===== src/design/scp_pkg.sv =====
// Package: role, rate and timing constants for the stack comm port block
package scp_pkg;
   // Device role in the stack
   typedef enum logic [1:0] {
      SCP_ROLE_ALONE  = 2'h0,
      SCP_ROLE_BOTTOM = 2'h1,
      SCP_ROLE_TOP    = 2'h2,
      SCP_ROLE_MIDDLE = 2'h3
   } scp_role_e;

   // Chain bit rates in kHz, per rate code
   localparam int RATE_KHZ_00 = 62;
   localparam int RATE_KHZ_01 = 125;
   localparam int RATE_KHZ_10 = 250;
   localparam int RATE_KHZ_11 = 500;
   localparam int CLK_KHZ     = 100000;
   // Half bit period in clk cycles (Manchester needs two halves per bit)
   localparam int HALF_00 = CLK_KHZ / (2 * RATE_KHZ_00);
   localparam int HALF_01 = CLK_KHZ / (2 * RATE_KHZ_01);
   localparam int HALF_10 = CLK_KHZ / (2 * RATE_KHZ_10);
   localparam int HALF_11 = CLK_KHZ / (2 * RATE_KHZ_11);
   localparam int CNT_W   = 10;
   localparam logic [CNT_W-1:0] CNT_ZERO = 10'h000;
   localparam logic [CNT_W-1:0] CNT_ONE  = 10'h001;

   // Chain length limit on middle members
   localparam int MAX_MIDDLE = 12;

   // Bridge buffer defaults
   localparam int BUF_DEPTH = 16;
   localparam int BUF_AW    = 4;
   localparam logic [BUF_AW:0] PTR_ONE = 5'h01;

   // Half bit period for a rate code
   function automatic logic [CNT_W-1:0] half_cycles(input logic [1:0] code);
      case (code)
         2'h0:    half_cycles = CNT_W'(HALF_00);
         2'h1:    half_cycles = CNT_W'(HALF_01);
         2'h2:    half_cycles = CNT_W'(HALF_10);
         default: half_cycles = CNT_W'(HALF_11);
      endcase
   endfunction
endpackage


===== src/design/scp_buf_if.sv =====
// Interface: write and read sides of the bridge byte buffer
`timescale 1ns/1ps
interface scp_buf_if;
   logic       wr_valid;  // Byte offered
   logic       wr_ready;  // Space free
   logic [7:0] wr_data;   // Byte in
   logic       rd_valid;  // Byte held
   logic       rd_ready;  // Consumer takes
   logic [7:0] rd_data;   // Byte out
   modport fifo (input wr_valid, wr_data, rd_ready, output wr_ready, rd_valid, rd_data);
   modport user (output wr_valid, wr_data, rd_ready, input wr_ready, rd_valid, rd_data);
endinterface


===== src/design/scp_buf.sv =====
// Module: small byte memory that buffers traffic between host and chain
`timescale 1ns/1ps
module scp_buf #(
   parameter int AW = scp_pkg::BUF_AW
) (
   input wire logic clk,
   input wire logic nrst,
   scp_buf_if.fifo  bus
);
   logic [7:0]  mem_ff [2**AW];  // Storage
   logic [AW:0] wp_ff;           // Write pointer with wrap bit
   logic [AW:0] rp_ff;           // Read pointer with wrap bit
   logic [7:0]  dout_ff;         // Registered read data
   logic        dval_ff;         // Read data valid
   wire         full  = (wp_ff[AW] != rp_ff[AW]) && (wp_ff[AW-1:0] == rp_ff[AW-1:0]);
   wire         empty = (wp_ff == rp_ff);
   wire         push  = bus.wr_valid && !full;
   wire         load  = !empty && (!dval_ff || bus.rd_ready);

   assign bus.wr_ready = !full;
   assign bus.rd_valid = dval_ff;
   assign bus.rd_data  = dout_ff;

   // Storage write, no reset needed on data
   always_ff @(posedge clk) begin
      if (push) begin
         mem_ff[wp_ff[AW-1:0]] <= bus.wr_data;
      end
   end

   // Pointers and output register
   always_ff @(posedge clk) begin
      if (!nrst) begin
         wp_ff   <= '0;
         rp_ff   <= '0;
         dval_ff <= 1'b0;
         dout_ff <= 8'h00;
      end else begin
         if (push) wp_ff <= wp_ff + (AW+1)'(scp_pkg::PTR_ONE);
         if (load) begin
            dout_ff <= mem_ff[rp_ff[AW-1:0]];
            rp_ff   <= rp_ff + (AW+1)'(scp_pkg::PTR_ONE);
            dval_ff <= 1'b1;
         end else if (bus.rd_ready) begin
            dval_ff <= 1'b0;
         end
      end
   end
endmodule


===== src/design/scp_top.sv =====
// Module: stack comm port role select, link routing, chain rate and bridge
`timescale 1ns/1ps
module scp_top (
   input  wire logic       clk,
   input  wire logic       nrst,
   input  wire logic       link_role_pin_a,
   input  wire logic       link_role_pin_b,
   input  wire logic       chain_speed_pin_a,
   input  wire logic       chain_speed_pin_b,
   input  wire logic       addressed,
   input  wire logic       spi_sck,
   input  wire logic       spi_cs_n,
   input  wire logic       spi_mosi,
   output logic            spi_miso_o,
   output logic            spi_miso_oe,
   input  wire logic       p1_rx,
   output logic            p1_tx_o,
   output logic            p1_tx_oe,
   input  wire logic       p2_rx,
   output logic            p2_tx_o,
   output logic            p2_tx_oe,
   output logic [1:0]      role_o,
   output logic            p2_enable_o,
   output logic            spi_full_duplex_o,
   output logic            buf_overflow_o
);
   // Synchronisers for pins (first stage read only by second)
   logic [1:0] cfg_s1_ff, cfg_s2_ff;    // Role pins
   logic [1:0] spd_s1_ff, spd_s2_ff;    // Speed pins
   logic [2:0] spi_s1_ff, spi_s2_ff;    // sck, cs_n, mosi
   logic       p1_s1_ff, p1_s2_ff;      // Port 1 line
   logic       p2_s1_ff, p2_s2_ff;      // Port 2 line
   logic       adr_s1_ff, adr_s2_ff;    // Addressed flag
   logic       sck_d_ff;                // Previous sck
   logic       cfg_done_ff;             // Config latched
   logic [1:0] role_ff;                 // Latched role
   logic [1:0] spd_ff;                  // Latched speed
   logic [7:0] sh_in_ff;                // SPI receive shift
   logic [2:0] bit_ff;                  // SPI bit count
   logic [7:0] sh_out_ff;               // SPI send shift
   logic [scp_pkg::CNT_W-1:0] tick_ff;  // Half bit counter
   logic       half_ff;                 // Second half of bit
   logic [7:0] tx_byte_ff;              // Chain send shift
   logic [3:0] tx_cnt_ff;               // Bits left
   logic       tx_line_ff;              // Encoded line level
   logic       p1_o_ff, p1_oe_ff, p2_o_ff, p2_oe_ff;
   logic       miso_ff, miso_oe_ff, ovf_ff;
   logic       p2en_ff, fdx_ff;         // Registered port mode flags

   typedef enum logic [2:0] {
      SCP_ST_IDLE = 3'b001,
      SCP_ST_LOAD = 3'b010,
      SCP_ST_SEND = 3'b100
   } scp_state_e;
   scp_state_e st_ff, nxt_st;

   scp_buf_if bi ();
   scp_buf #(.AW(scp_pkg::BUF_AW)) u_buf (.clk(clk), .nrst(nrst), .bus(bi));

   // Role decode from latched pins; one role per device, chain makeup is the system's
   wire is_alone  = role_ff == scp_pkg::SCP_ROLE_ALONE;
   wire is_bottom = role_ff == scp_pkg::SCP_ROLE_BOTTOM;
   wire is_top    = role_ff == scp_pkg::SCP_ROLE_TOP;
   wire is_middle = role_ff == scp_pkg::SCP_ROLE_MIDDLE;
   wire spi_used  = is_alone || is_bottom;
   wire p2_used   = is_bottom || is_middle;
   // Only masters steer; a middle not addressed repeats
   wire repeater  = is_middle && !adr_s2_ff;
   wire sck_rise  = spi_s2_ff[0] && !sck_d_ff && !spi_s2_ff[1];
   wire byte_done = sck_rise && (bit_ff == 3'h7);
   wire [7:0] rx_byte = {sh_in_ff[6:0], spi_s2_ff[2]};
   wire [scp_pkg::CNT_W-1:0] half_len = scp_pkg::half_cycles(spd_ff);
   wire tick_end  = tick_ff == half_len - scp_pkg::CNT_ONE;
   wire [7:0] spi_echo = bi.rd_valid ? bi.rd_data : 8'h00;

   // Input synchronisers
   always_ff @(posedge clk) begin
      if (!nrst) begin
         cfg_s1_ff <= 2'h0; cfg_s2_ff <= 2'h0;
         spd_s1_ff <= 2'h0; spd_s2_ff <= 2'h0;
         spi_s1_ff <= 3'h2; spi_s2_ff <= 3'h2;
         p1_s1_ff  <= 1'b0; p1_s2_ff  <= 1'b0;
         p2_s1_ff  <= 1'b0; p2_s2_ff  <= 1'b0;
         adr_s1_ff <= 1'b0; adr_s2_ff <= 1'b0;
         sck_d_ff  <= 1'b0;
      end else begin
         cfg_s1_ff <= {link_role_pin_a, link_role_pin_b};
         cfg_s2_ff <= cfg_s1_ff;
         spd_s1_ff <= {chain_speed_pin_a, chain_speed_pin_b};
         spd_s2_ff <= spd_s1_ff;
         spi_s1_ff <= {spi_mosi, spi_cs_n, spi_sck};
         spi_s2_ff <= spi_s1_ff;
         p1_s1_ff  <= p1_rx;  p1_s2_ff <= p1_s1_ff;
         p2_s1_ff  <= p2_rx;  p2_s2_ff <= p2_s1_ff;
         adr_s1_ff <= addressed; adr_s2_ff <= adr_s1_ff;
         sck_d_ff  <= spi_s2_ff[0];
      end
   end

   // Latch config once, three edges after release, then hold
   logic [1:0] wait_ff;
   always_ff @(posedge clk) begin
      if (!nrst) begin
         wait_ff <= 2'h0; cfg_done_ff <= 1'b0;
         role_ff <= 2'h0; spd_ff <= 2'h0;
      end else if (!cfg_done_ff) begin
         wait_ff <= wait_ff + 2'h1;
         if (wait_ff == 2'h2) begin
            cfg_done_ff <= 1'b1;
            role_ff <= cfg_s2_ff;
            spd_ff  <= spd_s2_ff;
         end
      end
   end

   // SPI slave shift, bytes pushed into the bridge buffer at bottom only
   always_ff @(posedge clk) begin
      if (!nrst || spi_s2_ff[1]) begin
         bit_ff <= 3'h0; sh_in_ff <= 8'h00; sh_out_ff <= 8'h00;
      end else if (sck_rise && spi_used) begin
         bit_ff    <= bit_ff + 3'h1;
         sh_in_ff  <= rx_byte;
         sh_out_ff <= (bit_ff == 3'h7) ? spi_echo : {sh_out_ff[6:0], 1'b0};
      end
   end
   assign bi.wr_valid = byte_done && is_bottom;
   assign bi.wr_data  = rx_byte;

   // Chain sender state
   always_comb begin
      nxt_st = st_ff;
      case (st_ff)
         SCP_ST_IDLE: if (bi.rd_valid && is_bottom) nxt_st = SCP_ST_LOAD;
         SCP_ST_LOAD: nxt_st = SCP_ST_SEND;
         SCP_ST_SEND: if (tx_cnt_ff == 4'h0 && half_ff && tick_end) nxt_st = SCP_ST_IDLE;
         default:     nxt_st = SCP_ST_IDLE;
      endcase
   end
   assign bi.rd_ready = st_ff == SCP_ST_LOAD;

   // Manchester send: DC balanced, each bit both levels
   always_ff @(posedge clk) begin
      if (!nrst) begin
         st_ff <= SCP_ST_IDLE; tick_ff <= scp_pkg::CNT_ZERO; half_ff <= 1'b0;
         tx_byte_ff <= 8'h00; tx_cnt_ff <= 4'h0; tx_line_ff <= 1'b0;
      end else begin
         st_ff <= nxt_st;
         if (st_ff == SCP_ST_LOAD) begin
            tx_byte_ff <= bi.rd_data; tx_cnt_ff <= 4'h7;
            tick_ff <= scp_pkg::CNT_ZERO; half_ff <= 1'b0;
            tx_line_ff <= bi.rd_data[7];
         end else if (st_ff == SCP_ST_SEND) begin
            tick_ff <= tick_end ? scp_pkg::CNT_ZERO : tick_ff + scp_pkg::CNT_ONE;
            if (tick_end) begin
               half_ff <= !half_ff;
               if (!half_ff) begin
                  tx_line_ff <= !tx_line_ff;
               end else if (tx_cnt_ff != 4'h0) begin
                  tx_cnt_ff  <= tx_cnt_ff - 4'h1;
                  tx_byte_ff <= {tx_byte_ff[6:0], 1'b0};
                  tx_line_ff <= tx_byte_ff[6];
               end
            end
         end
      end
   end

   // Port drive per role; repeaters pass data up and down
   always_ff @(posedge clk) begin
      if (!nrst) begin
         p1_o_ff <= 1'b0; p1_oe_ff <= 1'b0; p2_o_ff <= 1'b0; p2_oe_ff <= 1'b0;
         miso_ff <= 1'b0; miso_oe_ff <= 1'b0; ovf_ff <= 1'b0;
         p2en_ff <= 1'b0; fdx_ff <= 1'b0;
      end else begin
         // Mode flags from flops so the pins see no decode glitches
         p2en_ff  <= cfg_done_ff && p2_used;
         fdx_ff   <= cfg_done_ff && is_alone;
         p1_o_ff  <= is_middle ? p2_s2_ff : (is_top ? 1'b0 : 1'b0);
         p1_oe_ff <= cfg_done_ff && repeater && !p1_s2_ff;
         p2_o_ff  <= is_bottom ? tx_line_ff : p1_s2_ff;
         p2_oe_ff <= cfg_done_ff && ((is_bottom && st_ff == SCP_ST_SEND) ||
                                     (repeater && !p2_s2_ff));
         miso_ff  <= sh_out_ff[7];
         // Full duplex drives always selected; half duplex only after a byte
         miso_oe_ff <= cfg_done_ff && !spi_s2_ff[1] &&
                       (is_alone || (is_bottom && bi.rd_valid));
         if (bi.wr_valid && !bi.wr_ready) ovf_ff <= 1'b1;
      end
   end

   assign p1_tx_o           = p1_o_ff;
   assign p1_tx_oe          = p1_oe_ff;
   assign p2_tx_o           = p2_o_ff;
   assign p2_tx_oe          = p2_oe_ff;
   assign spi_miso_o        = miso_ff;
   assign spi_miso_oe       = miso_oe_ff;
   assign role_o            = role_ff;
   assign p2_enable_o       = p2en_ff;
   assign spi_full_duplex_o = fdx_ff;
   assign buf_overflow_o    = ovf_ff;
endmodule


===== config.mk =====
export PLATFORM = sky130hd
export DESIGN_NAME = scp_top
export DESIGN_NICKNAME = d
export VERILOG_FILES = /design/src/design/scp_pkg.sv /design/src/design/scp_buf_if.sv /design/src/design/scp_buf.sv /design/src/design/scp_top.sv
export SDC_FILE = /design/constraint.sdc
export NUM_CORES = 1
export LEC_CHECK = 0
export BUFFER_PORTS_ARGS = -buffer_cell sky130_fd_sc_hd__buf_2
export CORE_UTILIZATION = 55
export DETAILED_ROUTE_END_ITERATION = 6
export PLACE_DENSITY = 0.83
export SYNTH_ARGS = -nofsm -noshare
export SYNTH_HDL_FRONTEND = slang
export SYNTH_SLANG_ARGS = --single-unit

===== constraint.sdc =====
create_clock -name clk -period 3.4 [get_ports clk]
set_clock_uncertainty 0.2 [all_clocks]
set_input_delay 0.68 -clock clk [delete_from_list [all_inputs] [get_ports clk]]
set_output_delay 0.68 -clock clk [all_outputs]
set_load 0.02 [all_outputs]

==> out/metrics.cfg <==
[outcome]
status = finished, final reports clean

[routing]
wl_um = 18480
drt_iter0_markers = 441
vias = 5280
dr.pass1.iters = 5
drcViolationCount = 0
wl_per_cell_um = 20.15
ant_nets = 0
via_per_inst = 5.758

[critical_path]
worstSetupPathType = reg2reg
cp_slowest_cell = nor2_1
reg2reg_slack_ns = 0.48
required_ns = 3.34
crit_fanout = 16
arrival_ns = 2.86
startpoint_type = flip-flop
endpoint_kind = flip-flop
crit_path_frequent_cell = ha_1
worstPathCellList = ha_1 -> ha_1 -> and3_1 -> a21boi_4 -> nand2_1 -> nor2_1
cpPeakStageDelay_ns = 0.57

[sta]
hold_viol = 0
tightest_slew_ns = 0.8752
slew_headroom_pct = 41.57
post-route-period-util_pct = 85.85
min_period_ns = 2.919
max_clock_freq_ghz = 0.3426
setup_viol = 0
finalMaxSlewViolations = 0
rsz0062_at_grt = no
setup_tns_ns = 0

[power_and_ir_drop]
ir_worst_vdd_uv = 459.8
p_leak_nw = 3.627
fin_total_pwr_w = 0.006227
cellPowerDensity_nw_per_um2 = 614.1

[placement]
portBuffers = 22
dp_hpwl_um = 11840
gp_congestion = 0.8484
place_inst = 874

[finish]
layout_common_cells = 128 x edfxtp_1, 99 x dfxtp_1, 64 x nor2_1
final_common_cell = edfxtp_1
final_util_pct = 63.38
seq_area_um2 = 5847
layout-drive-gt1-share_pct = 17.69
area_delta_synth_final_pct = 12.04
final_cells = 917
n_antenna_cell = 0
multiInputGateArea_um2 = 2985
final_nets = 712
fillers = 1158

[grt]
grt_use_met2_pct = 40.55
grt_first_pass_wirelength_um = 29010
overflow = 0
gr-usage-met1_pct = 28.14
busiest_layer = met2
track_usage_pct = 23.01
grt_max_degree = 36
met3_usage_pct = 4.305
grt_pass1_vias = 5364
antenna_found_initial = 0

[synthesis]
synthCells = 654
ys_ff_latch = 228
synthFlopType = edfxtp_1
synth_cell_types = 55
ys.warnings.count = 0
async_flop_share_pct = 0
synth_fp_nets = 682
yosysSeqAreaShare_pct = 64.58
avgSynthCellArea_um2 = 13.84
synth_edf_count = 128
syn_area_um2 = 9051

[clocking]
cts_setup_buffers = 0
cts.sinks = 228
cts_made_buffers = 24
cts_resized = 0
hold_buffers = 0
htree_levels = 1
root_buffer = clkbuf_16
cts_buffer_depth = 3
insertion_delay_ns = 0.51
cts_tree = built
clk_pin_slew_ns = 0.06

[floorplan]
rows = 46
die-area_um2 = 16970
initial_utilization_pct = 56.57
die_y_um = 130.3
coreArea_um2 = 16000
io_pins = 23
die_x_um = 130.3

[hold_path]
hold_class = in2reg

[job]
maxCapViolCount = 0

-- critical path, delay by kind of cell (launching register included) --
family,cells,cell delay [ns]
simple gates,3,1.04
fa+ha+maj,2,0.61
compound gates,1,0.35
flops,1,0.34
-- cell type report --
| class | instances | share of cell area, % |
|---|---|---|
| Clock buffer | 30 | 6.354 |
| Clock inverter | 13 | 1.246 |
| Inverter | 10 | 0.3701 |
| Multi-Input combinational cell | 382 | 29.44 |
| Sequential cell | 228 | 57.66 |
| Tap cell | 216 | 2.665 |
| Timing Repair Buffer | 38 | 2.270 |
-- power by group --
| group | internal, W | switching (W) |
|---|---|---|
| logic | 0.000348 | 0.000332 |
| registers | 0.00295 | 0.0000874 |
| clock network | 0.00144 | 0.00106 |
-- cells by family after synthesis --
family / after synthesis / synth area share [%]
simple gates: 212 / 11.74
buf+inv: 44 / 2.433
xor+xnor: 32 / 3.428
flops: 228 / 64.58
mux: 43 / 9.179
compound gates: 79 / 6.428
fa+ha+maj: 16 / 2.212
-- cells in the mapped netlist, drive strengths merged, types with 2 or more instances --
library cell  count  area, µm²
edfxtp          128       3844
dfxtp           100       2002
nor2             64      240.2
nand2            53      214.0
mux4             32      720.7
and2             22      137.6
xor2             22      222.7
a21oi            21      105.1
buf              18      122.6
clkbuf           16      60.06
ha               16      200.2
nor2b            14      90.09
nand2b           13      81.33
nor3             13      65.06
mux2i            11      110.1
nand3            11      65.06
inv              10      37.54
o22ai            10      62.56
xnor2            10      87.58
o21ai             9      45.04
a221oi            8      82.58
a22o              8      70.07
a311oi            7      61.31
and3              5      31.28
nand4             5      31.28
a31oi             3      18.77
o21a              3      22.52
nor3b             2      15.01
nor4b             2      17.52
o211ai            2      15.01
o31ai             2      28.78
or3               2      12.51
-- metrics by stage --
stage               worst slack, ns  hold WS [ns]  area, µm²
CTS                          0.4562        0.1676      10140
global placement             0.6318        0.2150       9370
detailed placement           0.4685        0.2159       9370
floorplan                    0.8937        0.1863       9051
global route                 0.2518        0.1723      10140
finish                       0.4812        0.1758      10140
-- routing by layer --
metal,up-vias,share of wire [%]
met5,-,0
met4,0,3.0
met3,41,5.8
met2,184,50
met1,2603,41
li1,2452,-
-- state kept, by name (all words and copies together) (netlist names), 3 cells and up --
| name | flops |
|---|---|
| spi_s2_ff | 3 |
| tx_byte_ff | 7 |
| u_buf.bus.rd_data | 8 |
| u_buf.wp_ff | 5 |
| sh_in_ff | 7 |
| u_buf.mem_ff | 128 |
| st_ff | 3 |
| u_buf.rp_ff | 5 |
| spi_s1_ff | 3 |
| bit_ff | 3 |
| tick_ff | 10 |
| tx_cnt_ff | 4 |
| sh_out_ff | 8 |
-- path summary, 6_finish.rpt --
kind | start | endpoint | cells after the start
worst max-delay path | bit_ff[0] | u_buf.mem_ff[10][6] | 6
worst min-delay path | spi_sck | spi_s1_ff[0] | 2
worst max register to register | bit_ff[0] | u_buf.mem_ff[10][6] | 6
worst min register to register | spd_s1_ff[0] | spd_s2_ff[0] | 1
(Power assumes the default switching activity.)
